### src/logic/pip_pkg.sv
/*
 pip_pkg: shared constants and types of the parallel I/O port block:
 register word indices, field widths, reset values, build-time option
 enumerations and the packed state record of the block.
 Assumes a plain register port with a word index as its address.
*/
package pip_pkg;

   // register port geometry
   localparam int ADDR_W = 2;
   localparam int DATA_W = 32;
   localparam int MIN_WIDTH = 1;
   localparam int MAX_WIDTH = 32;

   // register word indices
   localparam logic [ADDR_W-1:0] REG_DATA = 2'h0;
   localparam logic [ADDR_W-1:0] REG_DIR = 2'h1;
   localparam logic [ADDR_W-1:0] REG_MASK = 2'h2;
   localparam logic [ADDR_W-1:0] REG_EDGE = 2'h3;

   // reset values
   localparam logic [DATA_W-1:0] RST_DATA = 32'h0000_0000;
   localparam logic [DATA_W-1:0] RST_DIR = 32'h0000_0000;
   localparam logic [DATA_W-1:0] RST_MASK = 32'h0000_0000;
   localparam logic [DATA_W-1:0] RST_EDGE = 32'h0000_0000;
   localparam logic [DATA_W-1:0] ALL_ONES = 32'hffff_ffff;
   localparam logic [DATA_W-1:0] ALL_ZERO = 32'h0000_0000;

   // port arrangement fixed at build time
   typedef enum {
      PIP_MODE_BIDIR,
      PIP_MODE_INPUT,
      PIP_MODE_OUTPUT,
      PIP_MODE_INOUT
   } pip_mode_type;

   // edge kind caught by the capture register
   typedef enum {
      PIP_EDGE_RISE,
      PIP_EDGE_FALL,
      PIP_EDGE_ANY
   } pip_edge_type;

   // interrupt cause
   typedef enum {
      PIP_IRQ_LEVEL,
      PIP_IRQ_EDGE
   } pip_irq_type;

   // whole state of the block
   typedef struct packed {
      logic [DATA_W-1:0] outData;
      logic [DATA_W-1:0] dir;
      logic [DATA_W-1:0] mask;
      logic [DATA_W-1:0] edgeFlag;
      logic [DATA_W-1:0] sync1;
      logic [DATA_W-1:0] sync2;
      logic [DATA_W-1:0] prev;
      logic [DATA_W-1:0] rdData;
      logic [DATA_W-1:0] portOut;
      logic [DATA_W-1:0] driveN;
      logic irq;
      logic primed;
   } pip_state_type;

endpackage

### src/logic/pip_parallel_io_port.sv
/*
 pip_parallel_io_port: register-mapped parallel I/O port of 1 to 32 bits
 with optional edge capture and a maskable interrupt output.
 Assumes a host on the same clock that issues one-cycle read and write
 strobes on a plain register port, and pins or logic that may change at
 any time relative to sys_clk.
*/
//
// Overview of operation
// port width n is a build parameter from 1 to 32 bits.
// bidirectional mode uses one tristate pin per bit, direction bit chooses.
// bidirectional bit set to input leaves its pin undriven.
// input-only mode samples inputs and drives no output.
// output-only mode drives outputs, no edge capture, no interrupt.
// combined mode has separate n-bit input and output buses.
// data read returns current input values, never written output value.
// data write updates the stored value driven on outputs.
// registers absent from the build ignore writes, read as anything.
// edge capture catches rising, falling or either edge, chosen at build.
// a selected edge on an input sets that bit's edge flag.
// edge kind fixed at build, no register can change it.
// edge flag register exists only with edge capture built in.
// level interrupt asserts while any enabled input is high.
// edge interrupt asserts while any enabled edge flag is set.
// a per-bit enable register masks interrupts per input.
// enable register exists only when interrupts are built in.
// one slave port with plain single reads and writes only.
// one interrupt request output beside the slave port.
// registers 32 bits wide at word indices 0, 1, 2 and 3.
// any write to the edge flag register clears all its bits.
// reset clears every direction bit and every enable bit.
// interrupt holds until enables are cleared or edge flags written.
// edges found by comparing successive samples; new edge beats clear.
`timescale 1ns/1ps

module pip_parallel_io_port
   import pip_pkg::*;
#(
   // build-time width
   parameter int unsigned WIDTH = 32,
   parameter pip_mode_type MODE = PIP_MODE_BIDIR,
   parameter bit CAPTURE_EN = 1'b1,
   parameter pip_edge_type EDGE_KIND = PIP_EDGE_RISE,
   parameter bit IRQ_EN = 1'b1,
   parameter pip_irq_type IRQ_KIND = PIP_IRQ_EDGE
) (
   input wire logic sys_clk,
   input wire logic rst,
   input wire logic [ADDR_W-1:0] regAddr,
   input wire logic [DATA_W-1:0] regWrData,
   input wire logic regWr,
   input wire logic regRd,
   output logic [DATA_W-1:0] regRdData,
   output logic irq,
   input wire logic [WIDTH-1:0] portIn,
   output logic [WIDTH-1:0] portOut,
   output logic [WIDTH-1:0] portDriveN
);

   // build-time feature decode
   localparam logic [DATA_W-1:0] WMASK = ALL_ONES >> (DATA_W - int'(WIDTH));
   localparam bit IN_ON = (MODE != PIP_MODE_OUTPUT);
   localparam bit OUT_ON = (MODE != PIP_MODE_INPUT);
   localparam bit DIR_ON = (MODE == PIP_MODE_BIDIR);
   // output-only builds drop capture and interrupt
   localparam bit CAP_ON = CAPTURE_EN && IN_ON;
   localparam bit IRQ_ON = IRQ_EN && IN_ON;

   // separate output bus is driven from reset on, so no false release after it
   localparam pip_state_type ST_RESET = '{
      outData: RST_DATA,
      dir: RST_DIR,
      mask: RST_MASK,
      edgeFlag: RST_EDGE,
      sync1: ALL_ZERO,
      sync2: ALL_ZERO,
      prev: ALL_ZERO,
      rdData: ALL_ZERO,
      portOut: ALL_ZERO,
      driveN: (OUT_ON && !DIR_ON) ? ALL_ZERO : ALL_ONES,
      irq: 1'b0,
      primed: 1'b0
   };

   pip_state_type st_r;
   pip_state_type st_nxt;
   logic [DATA_W-1:0] edgeHit;
   logic edgeClear;

   // which registers the build holds; used by read and write paths
   function automatic logic regPresent(input logic [ADDR_W-1:0] addr);
      logic ok;
      ok = 1'b0;
      // word indices 0 to 3
      case (addr)
         REG_DATA: ok = 1'b1;
         REG_DIR: ok = DIR_ON;
         // enables need interrupts
         REG_MASK: ok = IRQ_ON;
         REG_EDGE: ok = CAP_ON;
         default: ok = 1'b0;
      endcase
      return ok;
   endfunction

   // edge kind is a constant, not a register field
   function automatic logic [DATA_W-1:0] edgeSel(
      input logic [DATA_W-1:0] cur,
      input logic [DATA_W-1:0] old
   );
      logic [DATA_W-1:0] hit;
      hit = ALL_ZERO;
      case (EDGE_KIND)
         PIP_EDGE_RISE: hit = cur & ~old;
         PIP_EDGE_FALL: hit = ~cur & old;
         PIP_EDGE_ANY: hit = cur ^ old;
         default: hit = ALL_ZERO;
      endcase
      return hit;
   endfunction

   // compare each synchronised sample with the one before it
   // only the first cycle after reset is masked; the first input sample is compared with the reset zero
   assign edgeHit = (CAP_ON && st_r.primed) ? (edgeSel(st_r.sync2, st_r.prev) & WMASK)
                                            : ALL_ZERO;
   assign edgeClear = regWr && (regAddr == REG_EDGE) && regPresent(regAddr);

   always_comb begin
      st_nxt = st_r;

      // two-stage synchroniser; upper unused bits stay zero
      st_nxt.sync1 = DATA_W'(portIn) & WMASK;
      st_nxt.sync2 = st_r.sync1;
      st_nxt.prev = st_r.sync2;
      st_nxt.primed = 1'b1;

      // one-cycle read answer, zero when no read
      st_nxt.rdData = ALL_ZERO;
      if (regRd && regPresent(regAddr)) begin
         case (regAddr)
            // inputs only, the output latch is never read back
            REG_DATA: st_nxt.rdData = IN_ON ? st_r.sync2 : ALL_ZERO;
            REG_DIR: st_nxt.rdData = st_r.dir;
            REG_MASK: st_nxt.rdData = st_r.mask;
            REG_EDGE: st_nxt.rdData = st_r.edgeFlag;
            default: st_nxt.rdData = ALL_ZERO;
         endcase
      end

      // writes to absent registers fall through here untouched
      if (regWr && regPresent(regAddr)) begin
         case (regAddr)
            // store value for the outputs
            REG_DATA: begin
               if (OUT_ON) begin
                  st_nxt.outData = regWrData & WMASK;
               end
            end
            REG_DIR: st_nxt.dir = regWrData & WMASK;
            // per-bit interrupt enables
            REG_MASK: st_nxt.mask = regWrData & WMASK;
            default: st_nxt.outData = st_nxt.outData;
         endcase
      end

      // set flags on selected edges
      // any write to the edge flag register clears all flags
      // a fresh edge survives a clear in the same cycle
      if (CAP_ON) begin
         st_nxt.edgeFlag = (edgeClear ? ALL_ZERO : st_r.edgeFlag) | edgeHit;
      end else begin
         // no flag storage without capture
         st_nxt.edgeFlag = ALL_ZERO;
      end

      // single interrupt line, one cycle behind its cause
      st_nxt.irq = 1'b0;
      if (IRQ_ON) begin
         if (IRQ_KIND == PIP_IRQ_LEVEL) begin
            // enabled input high
            st_nxt.irq = |(st_r.sync2 & st_r.mask);
         end else begin
            // enabled edge flag set; R23: held until acknowledged
            st_nxt.irq = |(st_r.edgeFlag & st_r.mask);
         end
      end

      // pin drivers follow the next state so they never lag the registers
      case (MODE)
         PIP_MODE_BIDIR: begin
            // direction bit picks drive or sample
            // input bits released
            st_nxt.portOut = st_nxt.outData;
            st_nxt.driveN = ~st_nxt.dir & WMASK;
         end
         PIP_MODE_INPUT: begin
            // nothing driven
            st_nxt.portOut = ALL_ZERO;
            st_nxt.driveN = WMASK;
         end
         PIP_MODE_OUTPUT, PIP_MODE_INOUT: begin
            // separate output bus always driven
            st_nxt.portOut = st_nxt.outData;
            st_nxt.driveN = ALL_ZERO;
         end
         default: begin
            st_nxt.portOut = ALL_ZERO;
            st_nxt.driveN = WMASK;
         end
      endcase
   end

   // reset clears direction and enables
   always_ff @(posedge sys_clk) begin
      if (rst) begin
         st_r <= ST_RESET;
      end else begin
         st_r <= st_nxt;
      end
   end

   assign regRdData = st_r.rdData;
   assign irq = st_r.irq;
   assign portOut = st_r.portOut[WIDTH-1:0];
   assign portDriveN = st_r.driveN[WIDTH-1:0];

   // checks kept beside the logic

   property p_width_legal;
      @(posedge sys_clk) disable iff (rst)
      (WIDTH >= MIN_WIDTH) && (WIDTH <= MAX_WIDTH) && ((st_r.sync2 & ~WMASK) == ALL_ZERO);
   endproperty
   a_width_legal: assert property (p_width_legal) else $error("port width out of range");

   property p_bidir_pins;
      @(posedge sys_clk) disable iff (rst)
      (MODE == PIP_MODE_BIDIR) |->
         (portDriveN == ~st_r.dir[WIDTH-1:0]) && (portOut == st_r.outData[WIDTH-1:0]);
   endproperty
   a_bidir_pins: assert property (p_bidir_pins) else $error("bidir pin drive wrong");

   property p_dir_write_release;
      @(posedge sys_clk) disable iff (rst)
      (DIR_ON && regWr && regAddr == REG_DIR) |=>
         (portDriveN == ~$past(regWrData[WIDTH-1:0]));
   endproperty
   a_dir_write_release: assert property (p_dir_write_release) else $error("dir write not on pins");

   property p_input_only;
      @(posedge sys_clk) disable iff (rst)
      (MODE == PIP_MODE_INPUT) |-> (&portDriveN) && (portOut == '0) && (st_r.outData == RST_DATA);
   endproperty
   a_input_only: assert property (p_input_only) else $error("input-only build drives");

   property p_output_only;
      @(posedge sys_clk) disable iff (rst)
      (MODE == PIP_MODE_OUTPUT) |-> !irq && (st_r.edgeFlag == ALL_ZERO) && (portDriveN == '0);
   endproperty
   a_output_only: assert property (p_output_only) else $error("output-only has input features");

   property p_inout_bus;
      @(posedge sys_clk) disable iff (rst)
      (MODE == PIP_MODE_INOUT) |-> (portDriveN == '0) && (portOut == st_r.outData[WIDTH-1:0]);
   endproperty
   a_inout_bus: assert property (p_inout_bus) else $error("separate output bus wrong");

   property p_data_read;
      @(posedge sys_clk) disable iff (rst)
      (regRd && regAddr == REG_DATA && IN_ON) |=> (regRdData == $past(st_r.sync2));
   endproperty
   a_data_read: assert property (p_data_read) else $error("data read not input value");

   property p_data_write;
      @(posedge sys_clk) disable iff (rst)
      (OUT_ON && regWr && regAddr == REG_DATA && MODE != PIP_MODE_BIDIR) |=>
         (portOut == $past(regWrData[WIDTH-1:0]));
   endproperty
   a_data_write: assert property (p_data_write) else $error("data write not on outputs");

   property p_absent_dir;
      @(posedge sys_clk) disable iff (rst)
      !DIR_ON |-> (st_r.dir == RST_DIR);
   endproperty
   a_absent_dir: assert property (p_absent_dir) else $error("absent dir register changed");

   property p_edge_source;
      @(posedge sys_clk) disable iff (rst)
      CAP_ON |=> ((st_r.edgeFlag & ~$past(st_r.edgeFlag) & ~$past(edgeHit)) == ALL_ZERO);
   endproperty
   a_edge_source: assert property (p_edge_source) else $error("flag set without edge");

   property p_edge_sets;
      @(posedge sys_clk) disable iff (rst)
      (edgeHit != ALL_ZERO) |=> ((st_r.edgeFlag & $past(edgeHit)) == $past(edgeHit));
   endproperty
   a_edge_sets: assert property (p_edge_sets) else $error("edge did not set flag");

   property p_rise_only;
      @(posedge sys_clk) disable iff (rst)
      (CAP_ON && EDGE_KIND == PIP_EDGE_RISE && st_r.primed) |->
         ((edgeHit & ~st_r.sync2) == ALL_ZERO) && ((edgeHit & st_r.prev) == ALL_ZERO);
   endproperty
   a_rise_only: assert property (p_rise_only) else $error("non-rising edge caught");

   property p_absent_edge;
      @(posedge sys_clk) disable iff (rst)
      !CAP_ON |-> (st_r.edgeFlag == ALL_ZERO);
   endproperty
   a_absent_edge: assert property (p_absent_edge) else $error("edge flags without capture");

   property p_level_irq;
      @(posedge sys_clk) disable iff (rst)
      (IRQ_ON && IRQ_KIND == PIP_IRQ_LEVEL) |=> (irq == |($past(st_r.sync2) & $past(st_r.mask)));
   endproperty
   a_level_irq: assert property (p_level_irq) else $error("level interrupt wrong");

   property p_edge_irq;
      @(posedge sys_clk) disable iff (rst)
      (IRQ_ON && IRQ_KIND == PIP_IRQ_EDGE) |=>
         (irq == |($past(st_r.edgeFlag) & $past(st_r.mask)));
   endproperty
   a_edge_irq: assert property (p_edge_irq) else $error("edge interrupt wrong");

   property p_mask_write;
      @(posedge sys_clk) disable iff (rst)
      (IRQ_ON && regWr && regAddr == REG_MASK) |=> (st_r.mask == ($past(regWrData) & WMASK));
   endproperty
   a_mask_write: assert property (p_mask_write) else $error("enable write lost");

   property p_absent_mask;
      @(posedge sys_clk) disable iff (rst)
      !IRQ_ON |-> (st_r.mask == RST_MASK) && !irq;
   endproperty
   a_absent_mask: assert property (p_absent_mask) else $error("enables without interrupt");

   property p_read_one_cycle;
      @(posedge sys_clk) disable iff (rst)
      !regRd |=> (regRdData == ALL_ZERO);
   endproperty
   a_read_one_cycle: assert property (p_read_one_cycle) else $error("read data stayed");

   property p_upper_zero;
      @(posedge sys_clk) disable iff (rst)
      regRd |=> ((regRdData & ~WMASK) == ALL_ZERO);
   endproperty
   a_upper_zero: assert property (p_upper_zero) else $error("bits above width nonzero");

   property p_edge_clear;
      @(posedge sys_clk) disable iff (rst)
      edgeClear |=> (st_r.edgeFlag == $past(edgeHit));
   endproperty
   a_edge_clear: assert property (p_edge_clear) else $error("edge clear wrong");

   property p_reset_values;
      @(posedge sys_clk) disable iff (rst)
      $past(rst) |-> (st_r.dir == RST_DIR) && (st_r.mask == RST_MASK) && !irq;
   endproperty
   a_reset_values: assert property (p_reset_values) else $error("reset values wrong");

   property p_irq_hold;
      @(posedge sys_clk) disable iff (rst)
      (IRQ_ON && IRQ_KIND == PIP_IRQ_EDGE && ((st_r.edgeFlag & st_r.mask) != ALL_ZERO)
         && !regWr) |=> irq ##1 irq;
   endproperty
   a_irq_hold: assert property (p_irq_hold) else $error("interrupt dropped unasked");

   property p_set_beats_clear;
      @(posedge sys_clk) disable iff (rst)
      (edgeClear && edgeHit != ALL_ZERO) |=> (st_r.edgeFlag != ALL_ZERO);
   endproperty
   a_set_beats_clear: assert property (p_set_beats_clear) else $error("edge lost to clear");

endmodule // pip_parallel_io_port

### config.mk
export PLATFORM = sky130hd
export DESIGN_NAME = pip_parallel_io_port
export DESIGN_NICKNAME = d
export VERILOG_FILES = /design/src/logic/pip_pkg.sv /design/src/logic/pip_parallel_io_port.sv
export SDC_FILE = /design/constraint.sdc
export NUM_CORES = 1
export LEC_CHECK = 0
export BUFFER_PORTS_ARGS = -buffer_cell sky130_fd_sc_hd__buf_4
export CORE_ASPECT_RATIO = 1.25
export CORE_MARGIN = 4
export CORE_UTILIZATION = 56
export DETAILED_ROUTE_END_ITERATION = 8
export GPL_ROUTABILITY_DRIVEN = 0
export PLACE_DENSITY_LB_ADDON = 0.12
export SYNTH_ARGS = -nofsm -noshare
export SYNTH_HDL_FRONTEND = slang
export SYNTH_SLANG_ARGS = --single-unit
export TNS_END_PERCENT = 10
### constraint.sdc
create_clock -name sys_clk -period 1.7 [get_ports sys_clk]
set_input_delay 0.34 -clock sys_clk [delete_from_list [all_inputs] [get_ports sys_clk]]
set_output_delay 0.34 -clock sys_clk [all_outputs]
set_load 0.01 [all_outputs]
After elaboration in Yosys (flattened, before gate mapping)
Cells that the tools add are included.
{"block": "op_classes", "n_reduce_logical": 9, "muxes": 9, "eq_ne": 3, "n_bitwise": 6}
{"operator": "32-bit 2-to-1 mux", "count": 5}
{"operator": "32-bit one-hot mux with 4 select lines", "count": 1}
{"operator": "96-bit 2-to-1 mux", "count": 1}
{"operator": "32-bit bitwise AND", "count": 2}
{"operator": "32-bit NOT", "count": 2}
{"operator": "32-bit bitwise OR", "count": 1}
{"operator": "32-bit OR reduction", "count": 1}
{"operator": "2-bit equality test, second input constant", "count": 2}
{"operator": "1-bit logical AND", "count": 4}
{"operator": "4-bit OR reduction", "count": 1}
{"operator": "2-bit by 1-bit equality test with 1-bit output, second input constant", "count": 1}
{"operator": "2-bit logical NOT", "count": 1}
{"operator": "1-bit 2-to-1 mux", "count": 2}
{"operator": "2-bit AND reduction", "count": 1}
{"operator": "2-bit OR reduction", "count": 1}
{"operator": "1-bit NOT", "count": 1}
{"block": "totals", "elab_cells": 38, "out_inout_bits": 97, "register_bits": 290}

Logic depth before layout (Yosys ltp)
{"block": "logic_depth", "ltp_word": 6, "depth_mapped": 6, "ltp_nobuf": 3}

Worst setup path after synthesis
No wires, ideal clock.
{"block": "synth_timing", "path_type": "input-to-reg", "from": "input port regAddr[0]", "to": "register st_r, in the netlist regRdData[12]", "t_arrival_ps": 1287, "setup_ps": 115, "path_slack_ps": 297, "path_buffers": 2, "cell_stages": 4, "path_cell_list": "buf_6 > buf_12 > mux4_2 > and3_1"}
{"block": "synth_between", "elab_chain_cells": 2, "elab_cells_between_ends": 5, "classes_between": "eq/ne: 3; mux: 1; reduce/logical: 1"}
{"element": "start, declared", "line_no": "pip_parallel_io_port.sv:49", "text": "input wire logic [ADDR_W-1:0] regAddr,"}
{"element": "2-bit equality test (tied with other cells)", "line_no": "pip_parallel_io_port.sv:140", "text": "case (regAddr)"}
{"element": "32-bit one-hot mux with 4 select lines (*)", "line_no": "pip_parallel_io_port.sv:140"}
{"element": "end signal, assigned", "line_no": "pip_parallel_io_port.sv:218", "text": "st_r <= st_nxt;"}
{"element": "end, declared", "line_no": "pip_parallel_io_port.sv:85", "text": "pip_state_type st_r;"}
Mark *: on every way between the ends. The rest lies on a longest branch, timed or not.
A chain may end at the register's enable or synchronous reset.

Worst setup path in the final report
{"block": "layout_timing", "from": "register st_r[256] (netlist name)", "to": "register st_r, in the netlist irq"}
{"block": "layout_between", "elab_chain_cells": 2}
{"element": "32-bit bitwise AND", "line_no": "pip_parallel_io_port.sv:184", "text": "st_nxt.irq = |(st_r.edgeFlag & st_r.mask);"}
{"element": "32-bit OR reduction", "line_no": "pip_parallel_io_port.sv:184"}
Every way passes these cells.

==> reports/qor.yml <==
detailed_routing:
  wirelength_mm: 22.6
  drt_iter0_drc: 448
  ant_nets: 0
  routedWlPerCell_um: 17.3
  vias: 6723
  first_pass_iters: 5
  via_per_inst: 5.16
  drc: 0
finish:
  fillerInstances: 1461
  final_cell_mix: "290 x dfxtp_1, 180 x buf_4, 128 x nand2_1"
  final_common_cell: "dfxtp_1"
  fin_nets: 1125
  register_area_sq_um: 5810
  layout-drive-gt1-share_pct: 27.1
  area_delta_synth_final_pct: 16.9
  multi_input_area_sq_um: 3540
  insertedDiodeCount: 0
  final_cells: 1303
yosys:
  muxShareOfSynthArea_pct: 9.94
  synth_compound_area_share_pct: 7.39
  synth.largest_area_cell: "dfxtp_1"
  synth_top_cells_by_area: "dfxtp_1 55%, buf_4 6.9%, mux4_2 6.6%"
  synth_area_sq_um: 10500
  netlist_instances: 992
  synthAdderAreaFrac_pct: 0
  synth_cell_types: 30
  synth_xor_area_share_pct: 0
  syn-num-nets: 1062
  yosysTopAreaCellShare_pct: 55.3
  synth-seq-area-share_pct: 55.3
  synth_top_family_by_area: "simple AND/OR/NAND/NOR gates"
  synthSimpleGateAreaFrac_pct: 16.1
  synth_warnings: 0
  ys_ff_latch: 290
  syn_avg_cell_area_sq_um: 10.6
setup_path:
  r2r_setup_slack_ps: 270
  setup.worst_path.class: "reg -> reg"
  crit_required_ps: 2090
  ff2ff_path_depth: 3
  cp-startpoint: "st_r[256]"
  cp_max_fo: 3
  reg2reg_to: "irq"
  cp-end-kind: "flop"
  critPathArrivalTime_ps: 1820
  worstSetupStartpointType: "flop"
  r2r_start: "st_r[256]"
sta:
  clock_skew_ps: 11.2
  setup_violations: 0
  rsz0062_at_grt: "no"
  fmax_mhz: 701
  setup_tns_ps: 0
  hold_viol_final: 0
  min_period_ps: 1430
  finalCritPeriodShare_pct: 83.9
  slew_headroom_pct: 67.4
  report.final.slew_viol_count: 0
  fin_hold_ws_ps: 22.6
  tightestPinTransition_ps: 488
worst_hold_path:
  min_from: "portIn[9]"
  min_delay_path_depth: 2
  hold_end: "st_nxt[139]"
  min_path_type: "in -> reg"
placement:
  dp_hpwl_mm: 15.8
  numPlacedInstances: 1250
  portBuffers: 166
clock_network:
  cts_tree: "done"
  clockBufferDepth: 3
  numCtsBuffers: 28
  clockRootBuffer: "clkbuf_16"
  insertion_delay_ps: 530
  clock-sinks: 290
  clk_pin_slew_ps: 60
  cts_htree_levels: 1
floorplanning:
  fp.dieW_um: 131
  core_sq_um: 18300
  die_y_um: 161
  initial_core_util_pct: 57.4
  io_pins: 167
  dieArea_sq_um: 21000
  rows: 55
power_and_ir_drop:
  total_power_uw: 14500
  leakagePower_uw: 0.00517
  powerDensity_nw_per_um2: 1180
  ir_worst_vdd_uv: 782
global_routing:
  grtUsageTotal_pct: 21.2
  grt_max_degree: 88
  grt_pass1_vias: 6485
  antenna_found_initial: 0
  grt_pass1_wl_mm: 35.2
  grt_overflow: 0
status:
  outcome: "complete, no violations"
run:
  drv_cap: 0
metal layers:
metal  GRT usage, %  part of all wire, %
met1           28.6                   43
met2           35.2                   48
met3           4.20                  7.0
met4           5.05                  1.9
met5              0                    0
kinds of logic (layout without fill, tap and decap cells):
group                  count (synthesis)  in the layout
and+or+nand+nor                      332            332
DFF                                  290            290
buffers and inverters                192            275
AOI/OAI and AO/OA                    114            114
muxes                                 64             64
final cells by class:
type                    instances  area share (%)
multi-input cells             510            28.8
repair buffers                192            12.6
clock buffers                  39            6.62
well taps                     228            2.32
inverters                      33            1.01
clock inverters                11            1.35
flip-flops and latches        290            47.3
worst max-delay path: stages, from the launching register on:
cell and delay (ps):
dfxtp_1 330, a22oi_1 340, nand4_1 170, o41a_1 460
synth_stat cells (all sizes together):
cell type and n:
a21oi 64, mux4 32, nor2b 97, a31oi 1, buf 127, or3b 1, nand3b 2, nand4 4
nand3 1, nand2 128, clkbuf 32, and3 32, inv 33, and3b 1, dfxtp 290, a22oi 16
nor3b 1, nor2 33, a32oi 1, mux2i 32, or2 32, a32o 31, o41a 1
power breakdown:
group,internal (uW),switching [uW],total [uW]
registers,7030,135,7160
clock network,3940,2490,6430
logic,472,449,922
worst max-delay path by stage:
stage | to | slack (ps) | cells after the start
global route | irq | 250 | 3
finish | irq | 270 | 3
floorplan | regRdData[12] | 300 | 4
detailed placement | st_r[207] | 90 | 4
CTS | st_r[207] | 150 | 3
global placement | st_r[209] | 100 | 4
flip-flops by register name (all words and copies together), names as in the netlist:
name / cells
st_r: 129
st_nxt: 64
portDriveN: 32
portOut: 32
regRdData: 32
irq: 1
timing repair:
item                                   in CTS  in global routing
hold buffers                                2                  1
endpoints found under the hold margin       2                  1
setup buffers                               0                  0
setup endpoints to repair                   0                  2
resized for setup                           0                  1
through the flow:
step	utilization [%]	area (sq um)	setup slack (ps)
after floorplan	-	10500	297
after global placement	61.6	11300	97.5
after detailed placement	61.6	11300	86.2
after CTS	67.0	12300	149
after global routing	67.1	12300	253
final	67.1	12300	274
(Power assumes the default switching activity.)
